--- src/skb_params.svh ---
// constants for the seven-tuple key builder: field positions, widths, codes
// assumes nothing; included by bare name from the modules
`ifndef SKB_PARAMS_SVH
`define SKB_PARAMS_SVH

// flat key vector, bit 0 up to the fragment flag
`define SKB_KEY_W 181

// common portion
`define SKB_VID_LSB 32
`define SKB_VID_W 12

// layer-2 portion
`define SKB_MAC_W 48
`define SKB_DMAC_LSB 65
`define SKB_SMAC_LSB 113
`define SKB_TYPE_ENC_BIT 161
`define SKB_TYPE_LSB 162
`define SKB_TYPE_W 16
`define SKB_IP_OR_SNAP_FLAG_BIT 178
`define SKB_IPV4_BIT 179

// layer-3 portion
`define SKB_FRAG_BIT 180
`define SKB_FRAG_OFS_W 13

// frame header codes
`define SKB_TYPE_OVERLOAD_FIELD_MIN 16'h0600
`define SKB_OAM_TYPE_OVERLOAD_FIELD 16'h8902
`define SKB_OAM_HI 8'h89
`define SKB_OCTET_W 8
`define SKB_PID_W 40
`define SKB_PID_HI_LSB 24
`define SKB_MEL_W 7

`endif

--- src/skb_pkg.sv ---
// types shared by the seven-tuple key builder and its type field mux
// assumes the frame parser has already classified each frame
package skb_pkg;

	// frame class as decoded by the upstream parser
	typedef enum logic [2:0] {
		SKB_LLC,
		SKB_SNAP,
		SKB_IPV4,
		SKB_IPV6,
		SKB_ARP,
		SKB_TYPE_OVERLOAD_FIELD
	} skb_frame_class_t;

endpackage

--- src/skb_key_builder.sv ---
// seven-tuple full key builder, layer-2 and layer-3 part of the key
// assumes the parser pulses frame_valid with all header fields valid that cycle
`timescale 1ns/100ps
`include "skb_params.svh"

module skb_key_builder (
	// clock and reset
	input logic clock,
	input logic rstn,
	// frame strobe from the parser
	input logic frame_valid,
	input logic [2:0] frame_class,
	input logic tcp_udp,
	// layer-2 header
	input logic [`SKB_MAC_W-1:0] dest_mac,
	input logic [`SKB_MAC_W-1:0] src_mac,
	input logic [`SKB_TYPE_W-1:0] type_len,
	input logic [`SKB_OCTET_W-1:0] dsap,
	input logic [`SKB_OCTET_W-1:0] ssap,
	input logic [`SKB_PID_W-1:0] snap_pid,
	// vlan
	input logic vlan_tagged,
	input logic [`SKB_VID_W-1:0] frame_vid,
	input logic [`SKB_VID_W-1:0] port_default_vid,
	// layer-3 and layer-4 header
	input logic [`SKB_OCTET_W-1:0] ip_proto,
	input logic [`SKB_TYPE_W-1:0] dest_port,
	input logic more_fragments,
	input logic [`SKB_FRAG_OFS_W-1:0] frag_offset,
	// oam
	input logic oam_masq,
	input logic [`SKB_MEL_W-1:0] oam_mel,
	// key towards the lookup match engine
	output logic key_valid,
	output logic [`SKB_KEY_W-1:0] seven_tuple_full_key,
	output logic oam_overload_flag
);

	skb_pkg::skb_frame_class_t cls;
	logic [`SKB_TYPE_W-1:0] type_overload_field;
	logic is_oam;
	logic [`SKB_KEY_W-1:0] key_build;
	logic [`SKB_KEY_W-1:0] key_ff;
	logic [`SKB_KEY_W-1:0] nxt_key_ff;
	logic key_valid_ff;
	logic nxt_key_valid_ff;
	logic oam_flag_ff;
	logic nxt_oam_flag_ff;

	assign cls = skb_pkg::skb_frame_class_t'(frame_class);

	// type field selection lives apart so the mux can be reused by other key layouts
	skb_type_mux u_type_mux (
		.frame_class(frame_class),
		.tcp_udp(tcp_udp),
		.type_len(type_len),
		.dsap(dsap),
		.ssap(ssap),
		.snap_pid(snap_pid),
		.dest_port(dest_port),
		.ip_proto(ip_proto),
		.oam_masq(oam_masq),
		.oam_mel(oam_mel),
		.type_field(type_overload_field),
		.is_oam(is_oam)
	);

	// assemble the key; bits this block does not own read as zero
	always_comb begin
		key_build = '0;
		key_build[`SKB_VID_LSB +: `SKB_VID_W] = vlan_tagged ? frame_vid : port_default_vid;
		key_build[`SKB_DMAC_LSB +: `SKB_MAC_W] = dest_mac;
		key_build[`SKB_SMAC_LSB +: `SKB_MAC_W] = src_mac;
		key_build[`SKB_TYPE_ENC_BIT] = (type_len >= `SKB_TYPE_OVERLOAD_FIELD_MIN);
		key_build[`SKB_TYPE_LSB +: `SKB_TYPE_W] = type_overload_field;
		key_build[`SKB_IP_OR_SNAP_FLAG_BIT] = (cls == skb_pkg::SKB_IPV4) ||
			(cls == skb_pkg::SKB_IPV6) || (cls == skb_pkg::SKB_SNAP);
		key_build[`SKB_IPV4_BIT] = (cls == skb_pkg::SKB_IPV4);
		// a fragment's layer-4 header may be absent, so the match engine must know
		key_build[`SKB_FRAG_BIT] = (cls == skb_pkg::SKB_IPV4) &&
			(more_fragments || (frag_offset != '0));
	end

	// key and flag hold between frames so the match engine may sample late
	always_comb begin
		nxt_key_ff = key_ff;
		nxt_oam_flag_ff = oam_flag_ff;
		nxt_key_valid_ff = frame_valid;
		if (frame_valid) begin
			nxt_key_ff = key_build;
			nxt_oam_flag_ff = is_oam;
		end
	end

	// one cycle of latency from strobe to key
	always_ff @(posedge clock) begin
		if (!rstn) begin
			key_ff <= '0;
			key_valid_ff <= 1'b0;
			oam_flag_ff <= 1'b0;
		end else begin
			key_ff <= nxt_key_ff;
			key_valid_ff <= nxt_key_valid_ff;
			oam_flag_ff <= nxt_oam_flag_ff;
		end
	end

	assign seven_tuple_full_key = key_ff;
	assign key_valid = key_valid_ff;
	assign oam_overload_flag = oam_flag_ff;
endmodule

--- src/skb_type_mux.sv ---
// overloaded 16-bit type field selection, purely combinational
// assumes decoded header fields are stable while they are sampled
`timescale 1ns/100ps
`include "skb_params.svh"

module skb_type_mux (
	// frame classification
	input logic [2:0] frame_class,
	input logic tcp_udp,
	input logic [`SKB_TYPE_W-1:0] type_len,
	// header fields
	input logic [`SKB_OCTET_W-1:0] dsap,
	input logic [`SKB_OCTET_W-1:0] ssap,
	input logic [`SKB_PID_W-1:0] snap_pid,
	input logic [`SKB_TYPE_W-1:0] dest_port,
	input logic [`SKB_OCTET_W-1:0] ip_proto,
	input logic oam_masq,
	input logic [`SKB_MEL_W-1:0] oam_mel,
	// result
	output logic [`SKB_TYPE_W-1:0] type_field,
	output logic is_oam
);

	skb_pkg::skb_frame_class_t cls;

	assign cls = skb_pkg::skb_frame_class_t'(frame_class);

	// oam is only recognised on plain type-encoded frames, never on ip or llc
	always_comb begin
		is_oam = 1'b0;
		type_field = type_len;
		unique case (cls)
			skb_pkg::SKB_LLC: begin
				type_field = {dsap, ssap};
			end
			skb_pkg::SKB_SNAP: begin
				type_field = snap_pid[`SKB_PID_HI_LSB +: `SKB_TYPE_W];
			end
			skb_pkg::SKB_IPV4, skb_pkg::SKB_IPV6: begin
				if (tcp_udp) begin
					type_field = dest_port;
				end else begin
					type_field = {{`SKB_OCTET_W{1'b0}}, ip_proto};
				end
			end
			skb_pkg::SKB_ARP: begin
				type_field = type_len;
			end
			skb_pkg::SKB_TYPE_OVERLOAD_FIELD: begin
				if (type_len == `SKB_OAM_TYPE_OVERLOAD_FIELD) begin
					is_oam = 1'b1;
					type_field = {`SKB_OAM_HI, oam_masq, oam_mel};
				end else begin
					type_field = type_len;
				end
			end
			default: begin
				// unused class codes fall back to the raw type value
				type_field = type_len;
			end
		endcase
	end

endmodule

--- config.mk ---
export PLATFORM = sky130hd
export DESIGN_NAME = skb_key_builder
export DESIGN_NICKNAME = d
export VERILOG_FILES = /design/src/skb_pkg.sv /design/src/skb_key_builder.sv /design/src/skb_type_mux.sv
export VERILOG_INCLUDE_DIRS = /design/src
export SDC_FILE = /design/constraint.sdc
export NUM_CORES = 1
export LEC_CHECK = 0
export BUFFER_PORTS_ARGS = -buffer_cell sky130_fd_sc_hd__buf_2
export CAP_MARGIN = 40
export CORE_AREA = 5 5 164 166
export DETAILED_ROUTE_END_ITERATION = 10
export DIE_AREA = 0 0 169 171
export SETUP_SLACK_MARGIN = 0.3
export SYNTH_ARGS = -nofsm -noshare
export SYNTH_HDL_FRONTEND = slang
export SYNTH_SLANG_ARGS = --single-unit
export TNS_END_PERCENT = 20
--- constraint.sdc ---
create_clock -name clock -period 1.7 [get_ports clock]
set_clock_uncertainty 0.2 [all_clocks]
set_input_delay 0.17 -clock clock [delete_from_list [all_inputs] [get_ports clock]]
set_output_delay 0.17 -clock clock [all_outputs]
set_load 0.01 [all_outputs]
-- Yosys cells after proc, flatten, opt, wreduce, memory -nomap -nowiden
Index checks and enable logic that the tools add are counted.
- flip-flop bits (word level): 130
- bits of input ports: 246
- logic and storage cells: 22
- $lt $le $gt $ge: 1
- equality and inequality tests: 5
- mux-type cells: 6
- reduce and logical (&&, ||, !) cells: 7
- operator list (operator ; count):
    case mux 16 bit (4 select lines) ; 1
    2-to-1 mux 16 bit ; 2
    == test 16 bit, second input constant ; 1
    >= comparator 16 x 11 -> 1 bit, second input constant ; 1
    nonzero test 13 bit ; 1
    2-to-1 mux 12 bit ; 1
    == test 3 x 2 -> 1 bit, second input constant ; 2
    == test 3 x 1 -> 1 bit, second input constant ; 1
    == test 3 bit, second input constant ; 1
    zero test 3 bit ; 1
    logical OR 1 bit ; 3
    2-to-1 mux 1 bit ; 2
    OR reduction 2 bit ; 1
    logical AND 1 bit ; 1

-- Longest topological paths before layout
Gate-level depths: netlist (run 1).
- word-level depth: 3
- gate-level depth with buffers: 6
- gate-level depth less buffers: 4

-- Modules after synthesis
From an unflattened synthesis (run 1), not the netlist that was laid out.
- cell total of the unflattened synthesis: 603
- area total of the unflattened synthesis: 6182.2 um2
- modules (own cells, without submodules) (module ; instances ; cells each ; area an instance (um2) ; sequential area each (um2)):
    skb_key_builder ; 1 ; 496 ; 5411.4 ; 2602.5
    skb_type_mux ; 1 ; 107 ; 770.7 ; 0.0

-- Worst setup path before layout (run 1)
Ideal clock, no wire load.
- path kind: in2reg
- from: input port frame_class[1]
- to: register key_ff[167], in the netlist seven_tuple_full_key[167]
- setup time: 0.074 ns
- arrival time: 1.077 ns
- data required time: 1.426 ns
- setup slack: 0.349 ns
- stages on the path: 6
- path through: buf_6 -> and4bb_1 -> and4_1 -> buf_4 -> nand4_1 -> a31oi_1
- longest elaborated chain between the ends: 3
- elaborated cells between the ends (all ways): 7
- classes of those cells: eq/ne: 4; mux: 1; reduce/logical: 2
- ends and longest elaborated chain (what ; RTL line ; text):
    start: declaration ; skb_key_builder.sv:12 ; input logic [2:0] frame_class,
    == test 3 x 2 -> 1 bit ; skb_type_mux.sv:32 ; unique case (cls)
    OR reduction 2 bit ; skb_type_mux.sv:32 ;
    case mux 16 bit (4 select lines) * ; skb_type_mux.sv:32 ;
    end signal: assignment ; skb_key_builder.sv:102 ; key_ff <= nxt_key_ff;
    end: declaration ; skb_key_builder.sv:43 ; logic [`SKB_KEY_W-1:0] key_ff;
Mark *: on every way between the ends. The rest lies on a longest branch, timed or not.
A chain may end at the register's enable or synchronous reset.

-- Worst setup path in the final report (run 1)
- from: input port tcp_udp
- to: register key_ff[175], in the netlist seven_tuple_full_key[175]
- longest elaborated chain between the ends: 2
- ends and longest elaborated chain (what ; RTL line ; text):
    start: declaration ; skb_key_builder.sv:13 ; input logic tcp_udp,
    2-to-1 mux 16 bit ; skb_type_mux.sv:40 ; if (tcp_udp) begin
    case mux 16 bit (4 select lines) ; skb_type_mux.sv:32 ;
Every way passes these cells.

==> results.ini, run 1 <==
[final_layout]
area_growth_pct = 66.4
finish.net_count = 1336
finish.utilization_pct = 39.8
drive_gt1_share_pct = 36.9
antenna_cells = 0

[die]
die-area_um2 = 28900
die_w_um = 169
core_area_um2 = 25500
start_util_pct = 23.9
die_h_um = 171
ios = 429
rows = 59

[routing]
routedWlPerCell_um = 14.5
drt_iter0_markers = 170
drt-pass1-iter-count = 4
wl_mm = 20.9
via_per_inst = 4.15
drc = 0
ant_nets = 0
vias = 5968

[timing]
fmax_mhz = 732
drv_slew = 0
setup_slack_ns = 0.334
fin_crit_sh_pct = 80.3
fin_crit_ns = 1.37
rsz0062_at_grt = no
finalHoldViolCount = 4
holdWs_ns = -0.0918
final-setup-viol-count = 0

[synthesis]
synthSimpleGateAreaFrac_pct = 15.2
synthAdderAreaFrac_pct = 0
synth-seq-cells = 130
yosys.area_share.xor_xnor_pct = 0
synthFlopType = dfxtp_1
synth_top_family_by_area = multiplexers
muxShareOfSynthArea_pct = 25.5
ys_seq_area_share_pct = 42.7
synth_cells = 596
synth.distinct_cells = 31
async_flop_share_pct = 0
ys_warn_count = 0
synth_compound_area_share_pct = 6.31
syn_area_per_cell_um2 = 10.2
synth_area_um2 = 6090
synth_edf_count = 0

[global_routing]
grtUsageTotal_pct = 13.4
antenna_found_initial = 0
grt_pass1_wl_mm = 31.4
grt_pass1_vias = 6074
grt_max_degree = 71
grt-ovfl-total = 0

[worst_setup_path]
cp-startpoint = tcp_udp
r2r_slack_ns = 0.37
worst_setup_path_start_kind = input pin
r2r-end = seven_tuple_full_key[175]
critical_path_class = input pin to register
r2r-start = seven_tuple_full_key[175]
crit_fanout = 10
crit_required_ns = 1.80
rr_worst_depth = 3
cp-end-kind = register
crit_end = seven_tuple_full_key[175]
arrival_ns = 1.47

[clocking]
max-clock-path-buffers = 2
cts_tree = done
cts-root-buf = clkbuf_16
htree_num_levels = 4
cts_made_buffers = 17
clk_pin_slew_worst_paths_ns = 0.06
cts_hold_buf = 146
clkLatencyLatePin_ns = 0.41
cts.sinks = 130

[place]
place_congestion = 0.823
io_buffers = 351
dpl.hpwl_mm = 14.5
pre_cts_ws_ns = -0.0669

[run]
maxCapViolations = 0

[worst_hold_path]
worstHoldPathCells = 2
worst_hold_path_type = input pin to register

[status]
status = complete, but fails checks
violations = hold timing

[power]
p_per_area_nw_per_um2 = 838
total_power_uw = 8500
leakagePower_uw = 0.00516
vdd_drop_max_mv = 0.587

-- critical path, stage by stage --
cell and delay, ns:
clkbuf_4 0.20, buf_4 0.17, nand3_1 0.07, o21ai_0 0.08, mux2i_1 0.14, a21oi_1 0.08
dlygate4sd3_1 0.56
-- placed cells by master (no fill, tap or decap), drive strengths merged, types with 2 or more instances in the layout --
master	netlist	final
nand2	13	13
a31oi	8	8
inv	0	8
clkinvlp	0	2
nor2b	101	101
o21ai	26	26
nor3	2	2
dfxtp	130	130
dlygate4sd3	0	146
o21a	2	2
buf	80	373
nor3b	2	2
conb	1	53
clkinv	0	4
nand2b	2	2
nor4	4	4
clkbuf	17	18
a21oi	9	9
nand3	10	10
mux2i	155	155
nand4	10	10
nor2	3	3
o211a	12	12
-- worst min-delay path by stage --
stage	startpoint	end	slack [ns]
6_report	frame_valid	seven_tuple_full_key[168]	-0.09
5_1_grt	frame_valid	seven_tuple_full_key[168]	-0.07
4_1_cts	frame_valid	seven_tuple_full_key[168]	-0.11
3_5_place_dp	dest_mac[44]	seven_tuple_full_key[109]	0.23
3_3_place_gp	src_mac[27]	seven_tuple_full_key[140]	0.22
2_1_floorplan	src_mac[9]	seven_tuple_full_key[122]	0.14
-- Yosys cell counts, types with 2 or more instances --
cell / n / area (um2)
nand2_1: 13 / 48.8
nand4_1: 10 / 62.6
nor2_1: 3 / 11.3
buf_4: 59 / 443
buf_2: 19 / 95.1
o21ai_0: 26 / 130
nor2b_1: 101 / 632
nand3_1: 10 / 50.1
o211a_1: 12 / 120
nor4_1: 4 / 25.0
a31oi_1: 8 / 50.1
nor3_1: 2 / 10.0
nand2b_1: 2 / 12.5
o21a_1: 2 / 15.0
a21oi_1: 9 / 45.0
clkbuf_1: 17 / 63.8
buf_6: 2 / 22.5
dfxtp_1: 130 / 2600
mux2i_1: 155 / 1550
-- sequential cells by signal, summed over array words and instances (netlist names) --
register / count
oam_overload_flag: 1
seven_tuple_full_key: 128
key_valid: 1
-- layer usage --
layer	global-route usage, %	routed length, um	up-vias
li1	-	-	2948
met1	15.2	8320	2756
met2	24.4	10800	231
met3	3.51	1350	33
met4	4.80	420	0
met5	0	0	-
-- power breakdown --
| group | switching (uW) | internal (uW) | total, uW |
|---|---|---|---|
| Combinational | 715 | 859 | 1570 |
| Sequential | 89.7 | 3240 | 3330 |
| Clock | 1540 | 2050 | 3590 |
| Total | 2340 | 6150 | 8500 |
-- metrics by stage --
stage	TNS, ns	hold WS (ns)	std cells	cell area [um2]
after floorplan	0	0.139	648	6290
after global placement	-0.561	0.225	1256	8060
after detailed placement	-0.460	0.233	1256	8060
after CTS	0	-0.107	1434	10100
after global routing	0	-0.0666	1438	10100
final	0	-0.0918	1438	10100
-- logic make-up (layout without fill, tap and decap cells) --
family / count (synthesis) / after routing
muxes: 155 / 155
AOI/OAI and AO/OA: 60 / 60
and+or+nand+nor: 153 / 153
buffers and inverters: 97 / 552
DFF: 130 / 130
other: 1 / 53
-- cell type report --
class,count,area (um2)
well taps,335,419
repair buffers,520,3480
fillers,2485,15300
multi-input cells,421,3060
flip-flops and latches,130,2600
clock buffers,17,425
clock inverters,15,144
-- repair_timing --
item,4_1_cts,5_1_grt
buffers inserted,0,4
endpoints found under the setup margin,0,2
resized for setup,0,4
endpoints found under the hold margin,125,4
Power figures use the tool's default switching activity.
==> inputs of run 2 (changes only) <==
--- a/config.mk
+++ b/config.mk
@@ -8,9 +8,9 @@
 export LEC_CHECK = 0
 export BUFFER_PORTS_ARGS = -buffer_cell sky130_fd_sc_hd__buf_2
 export CAP_MARGIN = 40
-export CORE_AREA = 5 5 164 166
+export CORE_AREA = 5 5 162 164
 export DETAILED_ROUTE_END_ITERATION = 10
-export DIE_AREA = 0 0 169 171
+export DIE_AREA = 0 0 167 169
 export SETUP_SLACK_MARGIN = 0.3
 export SYNTH_ARGS = -nofsm -noshare
 export SYNTH_HDL_FRONTEND = slang
==> constraint.sdc (replaced) <==
create_clock -name clock -period 1.1 [get_ports clock]
set_clock_uncertainty 0.2 [all_clocks]
set_input_delay 0.11 -clock clock [delete_from_list [all_inputs] [get_ports clock]]
set_output_delay 0.11 -clock clock [all_outputs]
set_load 0.01 [all_outputs]
==> run 2 against run 1 <==
  * Die area is 2.3% lower
  * Critical endpoint is now seven_tuple_full_key[163]
  * Sequential cell count stayed put
  * Clock-buffer cell count stayed put
  * The flow finishes with violations (hold timing, setup timing)
  * First-iteration DRC count is 16% higher
  * Cell count is 8.8% lower
  * Largest power group unchanged
  * Global-route usage is 0.69 points higher
  * Via count is 7.4% lower
  * Worst setup slack worse by 0.50 ns
  * Clock power is 55% higher
  * Power is 57% higher
  * Combinational power is 59% higher
==> results.ini, run 2 (synthesis gave the netlist of run 1 again) <==
[status]
status = complete, but fails checks
violations = hold timing, setup timing

[timing]
setup_tns_ns = -7.91  ; -7.91 ns
setup_slack_ns = -0.166  ; -0.500 ns
finalHoldViolCount = 129  ; +125
fin_crit_sh_pct = 115
holdWs_ns = -0.251  ; -0.160 ns
final-setup-viol-count = 131  ; +131
drv_slew = 0  ; unchanged
fin_crit_ns = 1.27
rsz0062_at_grt = yes
fmax_mhz = 790

[power]
vdd_drop_max_mv = 0.859  ; +46%
power_frac_seq_pct = 39.6  ; +0.4 points
clockPowerShare_pct = 41.7  ; -0.6 points
p_per_area_nw_per_um2 = 1330  ; +59%
p_sw_uw = 3810  ; +63%
power.internal_uw = 9510  ; +55%
total_power_uw = 13300  ; +57%
leakagePower_uw = 0.00490  ; -4.9%
p_comb_share_pct = 18.7  ; +0.2 points
switching_share_pct = 28.6  ; +1.0 points

[clocking]
cts_hold_buf = 1  ; -99%
htree_num_levels = 4  ; unchanged
clk_pin_slew_worst_paths_ns = 0.07  ; about the same
max-clock-path-buffers = 2  ; unchanged
cts_made_buffers = 17  ; unchanged
clkLatencyLatePin_ns = 0.40  ; about the same
cts.sinks = 130  ; unchanged
cts_tree = done
cts-root-buf = clkbuf_16

[run]
maxCapViolations = 0  ; unchanged

[global_routing]
grtUsageTotal_pct = 14.1  ; +0.69 points
grt_pass1_wl_mm = 31.5  ; +0.53%
grt-ovfl-total = 0  ; unchanged
grt_max_degree = 46  ; -35%
antenna_found_initial = 5  ; +5
grt_pass1_vias = 5662  ; -6.8%

[place]
place_congestion = 0.867  ; +5.3%
io_buffers = 351  ; unchanged
dpl.cell_count = 1274  ; +1.4%
dpl.hpwl_mm = 16.4  ; +13%

[final_layout]
regArea_um2 = 2770  ; +6.4%
final_common_cell = buf_2
finish.utilization_pct = 40.3  ; +0.56 points
area_growth_pct = 63.9
multi_input_area_um2 = 3090  ; +0.94%
mostFrequentLayoutCells = buf_2, mux2i_1, buf_6
antenna_cells = 0  ; unchanged
finish.net_count = 1215  ; -9.1%
largest_reg_flops = 128  ; unchanged
drive_gt1_share_pct = 57.3  ; +20 points
instances_no_fill = 1312  ; -8.8%
fill_cells = 2424  ; -2.5%

[routing]
routedWlPerCell_um = 16.0  ; +9.9%
drt-pass1-iter-count = 4  ; unchanged
wl_mm = 21.0  ; +0.30%
via_per_inst = 4.21  ; +1.5%
drc = 0  ; unchanged
drt_iter0_markers = 198  ; +16%
vias = 5525  ; -7.4%
ant_nets = 0  ; unchanged

[worst_setup_path]
rr_worst_depth = 4  ; +1
worst_setup_path_start_kind = register
crit_required_ns = 0.79  ; -1.01 ns
critical_path_class = register to output pin
r2r_slack_ns = -0.11  ; -0.48 ns
r2r-end = seven_tuple_full_key[163]
arrival_ns = 0.96  ; -0.51 ns
cp-end-kind = output pin
r2r-start = seven_tuple_full_key[163]
crit_fanout = 2  ; -8

[die]
rows = 58  ; -1.7%
die-area_um2 = 28200  ; -2.3%
core_area_um2 = 24700  ; -2.8%
start_util_pct = 24.6  ; +0.70 points
ios = 429  ; unchanged
die_w_um = 167  ; -1.2%
die_h_um = 169  ; -1.2%

[worst_hold_path]
worst_hold_path_type = input pin to register
min_from = dest_mac[19]
holdPathEnd = seven_tuple_full_key[84]
worstHoldPathCells = 3  ; +1

## run 2: metal layers
metal	wire length, um	part of all wire (%)	vias to the layer above	GRT usage (%)
met2	10400	49	253	24.0
li1	-	-	2709	-
met5	80	0.38	-	0
met4	477	2.3	10	4.62
met3	1730	8.3	41	5.56
met1	8330	40	2512	16.3
## run 2: area by class of cell
type,count,share of cell area [%]
Multi-Input combinational cell,421,30.9
Sequential cell,130,27.7
Tap cell,330,4.14
Clock buffer,17,4.26
Timing Repair Buffer,399,31.4
Clock inverter,15,1.55
## run 2: how the worst max path moves through the flow
stage                                    startpoint                        end  slack (ns)  depth (start not counted)
final                     seven_tuple_full_key[163]  seven_tuple_full_key[163]       -0.17                          2
after global routing      seven_tuple_full_key[163]  seven_tuple_full_key[163]       -0.20                          2
after CTS                 seven_tuple_full_key[163]  seven_tuple_full_key[163]       -0.19                          2
after detailed placement               type_len[12]  seven_tuple_full_key[167]       -0.60                          7
after global placement                 type_len[12]  seven_tuple_full_key[167]       -0.58                          7
after floorplan                      frame_class[1]  seven_tuple_full_key[167]       -0.16                          6
## run 2: critical path, cell delays in order (launching register included)
cell     delay, ns
dfxtp_2       0.33
buf_6         0.11
buf_6         0.11
## run 2: power groups by stage
stage	Combinational [uW]	Clock (uW)	Sequential [uW]
after floorplan	1080	0	5390
after global placement	2120	0	5240
after detailed placement	2140	0	5240
after CTS	2500	5780	5270
after global routing	2700	6010	5300
final	2490	5550	5270
## run 2: timing repair
action,in CTS,in global routing
endpoints found under the setup margin,192,259
hold endpoints to repair,130,129
gates resized for setup,295,4
pin swaps,24,16
buffers inserted,0,5
## run 2: metrics by stage
step | setup WS (ns) | instance area, um2
2_1_floorplan | -0.158 | 6340
3_3_place_gp | -0.580 | 8290
3_5_place_dp | -0.596 | 8290
4_1_cts | -0.188 | 9940
5_1_grt | -0.197 | 9980
6_report | -0.166 | 9980
==> inputs of run 3 (changes only) <==
--- a/config.mk
+++ b/config.mk
@@ -6,11 +6,12 @@
 export SDC_FILE = /design/constraint.sdc
 export NUM_CORES = 1
 export LEC_CHECK = 0
-export BUFFER_PORTS_ARGS = -buffer_cell sky130_fd_sc_hd__buf_2
 export CAP_MARGIN = 40
-export CORE_AREA = 5 5 162 164
+export CORE_AREA = 5 5 166 168
 export DETAILED_ROUTE_END_ITERATION = 10
-export DIE_AREA = 0 0 167 169
+export DIE_AREA = 0 0 171 173
+export DONT_BUFFER_PORTS = 1
+export REMOVE_ABC_BUFFERS = 1
 export SETUP_SLACK_MARGIN = 0.3
 export SYNTH_ARGS = -nofsm -noshare
 export SYNTH_HDL_FRONTEND = slang
==> constraint.sdc (replaced) <==
create_clock -name clock -period 1.47 [get_ports clock]
set_clock_uncertainty 0.2 [all_clocks]
set_input_delay 0.147 -clock clock [delete_from_list [all_inputs] [get_ports clock]]
set_output_delay 0.147 -clock clock [all_outputs]
set_load 0.01 [all_outputs]
==> run 3 against run 2 <==
  * The run ends with hold timing left
  * Combinational power shrank 76%
  * Highest routed layer is now met4
  * Global-route usage shrank 4.1 points
  * Design area shrank 31%
  * Cell count shrank 29%
  * Sequential share of layout area grew 11 points
  * Register-to-register slack gained 0.37 ns
  * Hold slack lost 0.091 ns
  * First-iteration DRC count shrank 21%
  * Critical path type is now register to register
  * Worst setup slack gained 0.42 ns
  * Non-clock buffer count shrank 381
  * Utilization shrank 14 points
==> results.ini, run 3 (synthesis gave the netlist of run 1 again) <==
[status]
status = complete, but fails checks
violations = hold timing

[power]
p_sw_uw = 2180  ; -43%
power.internal_uw = 6680  ; -30%
p_per_area_nw_per_um2 = 1290  ; -3.4%
vdd_drop_max_mv = 0.526  ; -39%
switching_share_pct = 24.6  ; -4.0 points
power_frac_seq_pct = 45.5  ; +5.9 points
p_comb_share_pct = 6.8  ; -12 points
leakagePower_uw = 0.00297  ; -39%
clockPowerShare_pct = 47.7  ; +6.0 points

[global_routing]
grtUsageTotal_pct = 9.96  ; -4.1 points
grt_pass1_wl_mm = 23.3  ; -26%
grt_use_met2_pct = 17.2  ; -6.9 points
grt-ovfl-total = 0  ; unchanged
grtUsageMet3_pct = 3.65  ; -1.9 points
grt_pass1_vias = 4048  ; -29%
grt_max_degree = 162  ; +250%
busiest_layer = met2
antenna_found_initial = 0  ; -5
grt_use_met1_pct = 11.4  ; -4.9 points

[worst_setup_path]
crit_fanout = 2  ; unchanged
crit_family = simple AND/OR/NAND/NOR gates
worst_setup_path_start_kind = register
r2r-start = seven_tuple_full_key[163]
timing.critical_path.mode_cell = nand3_1
rr_worst_depth = 4  ; unchanged
arrival_ns = 1.35  ; +0.39 ns
worst-path-buf-inv = 0  ; -2
crit_chain = o21a_1 > nand3_1 > or3_1 > nand3_1
r2r_slack_ns = 0.26  ; +0.37 ns
critical_path_class = register to register
cp.depth = 4  ; +2
r2r-end = seven_tuple_full_key[163]
cp-end-kind = register
worst_path_largest_cell_delay_ns = 0.36  ; +0.03 ns
cp-startpoint = seven_tuple_full_key[163]
crit_required_ns = 1.61  ; +0.82 ns
slowest_stage = dfxtp_2

[routing]
routedWlPerCell_um = 17.1  ; +7.2%
via_per_inst = 4.31  ; +2.4%
vias = 4030  ; -27%
drt_iter0_markers = 157  ; -21%
wl_mm = 16.0  ; -24%
drc = 0  ; unchanged
drt-pass1-iter-count = 4  ; unchanged
ant_nets = 0  ; unchanged

[timing]
holdWs_ns = -0.342  ; -0.0906 ns
final-setup-viol-count = 0  ; -100%
fmax_mhz = 825
rsz0062_at_grt = yes
fin_crit_ns = 1.21
fin_crit_sh_pct = 82.5
setup_tns_ns = 0  ; +7.91 ns
finalHoldViolCount = 129  ; unchanged
drv_slew = 0  ; unchanged

[final_layout]
fill_cells = 2723  ; +12%
area_growth_pct = 13.0
antenna_cells = 0  ; unchanged
finish.net_count = 834  ; -31%
largest_reg_flops = 128  ; unchanged
final_common_cell = mux2i_1
drive_gt1_share_pct = 12.7  ; -45 points
mostFrequentLayoutCells = mux2i_1, nor2b_1, dfxtp_1

[die]
core_area_um2 = 25800  ; +4.1%
start_util_pct = 23.6  ; -0.97 points
ios = 429  ; unchanged
die_h_um = 173  ; +2.4%
die_w_um = 171  ; +2.4%
rows = 59  ; +1.7%
die-area_um2 = 29600  ; +4.8%

[clocking]
cts.sinks = 130  ; unchanged
clkLatencyLatePin_ns = 0.40  ; about the same
clk_pin_slew_worst_paths_ns = 0.07  ; about the same
max-clock-path-buffers = 2  ; unchanged
cts_tree = done
cts_made_buffers = 17  ; unchanged
cts_hold_buf = 13  ; +12
htree_num_levels = 4  ; unchanged
cts-root-buf = clkbuf_16

[worst_hold_path]
worstHoldPathCells = 1  ; -2
worst_hold_path_type = input pin to register
min_from = rstn
holdPathEnd = seven_tuple_full_key[93]

[place]
dpl.hpwl_mm = 11.5  ; -30%
place_congestion = 0.759  ; -12%
io_buffers = 0  ; -100%

[run]
maxCapViolations = 0  ; unchanged

run 3: cell types whose count changed in the layout (fill, tap and decap cells not counted), sizes merged, moves of 2 or more:
cell and delta:
buf -393, clkbuf +3, dlygate4sd3 +12, bufinv +2, inv -6
run 3: worst max-delay path by stage:
| stage | to | slack [ns] |
|---|---|---|
| 6_report | seven_tuple_full_key[163] | 0.26 |
| 5_1_grt | seven_tuple_full_key[163] | 0.24 |
| 4_1_cts | seven_tuple_full_key[163] | 0.27 |
| 2_1_floorplan | seven_tuple_full_key[162] | 0.16 |
| 3_5_place_dp | seven_tuple_full_key[169] | 0.03 |
| 3_3_place_gp | seven_tuple_full_key[168] | 0.02 |
run 3: power groups by stage:
stage          clock network [uW]  logic [uW]  registers, uW
6_report                     4230         601           4030
3_3_place_gp                    0         556           4100
5_1_grt                      4600         684           4050
3_5_place_dp                    0         573           4100
4_1_cts                      4450         602           4030
2_1_floorplan                   0         519           4030
run 3: final cells by class:
| cell class | instances | area, um2 | area share [%] |
|---|---|---|---|
| multi-input cells | 421 | 3060 | 44.5 |
| well taps | 335 | 419 | 6.09 |
| clock buffers | 20 | 447 | 6.49 |
| flip-flops and latches | 130 | 2660 | 38.6 |
| clock inverters | 11 | 129 | 1.87 |
| repair buffers | 18 | 168 | 2.44 |
run 3: metrics by stage:
step	setup slack [ns]	instances	power, uW	util (%)	cell area (um2)
2_1_floorplan	0.163	551	4550	-	5660
3_3_place_gp	0.0168	890	4660	23.7	6110
3_5_place_dp	0.0334	890	4670	23.7	6110
4_1_cts	0.267	935	9080	26.6	6850
5_1_grt	0.236	935	9340	26.7	6880
6_report	0.257	935	8860	26.7	6880
run 3: metal layers:
| metal | share of wire, % | routed length [um] |
|---|---|---|
| met5 | 0 | 0 |
| met4 | 1.2 | 195 |
| met3 | 10 | 1650 |
| met2 | 49 | 7900 |
| met1 | 39 | 6270 |
run 3: repair_timing:
item / CTS / global route
setup endpoints to repair: 102 / 112
resized for setup: 22 / 21
pin swaps: 2 / 1
hold endpoints to repair: 130 / 129
setup buffers: 1 / 0
cloned: 0 / 0
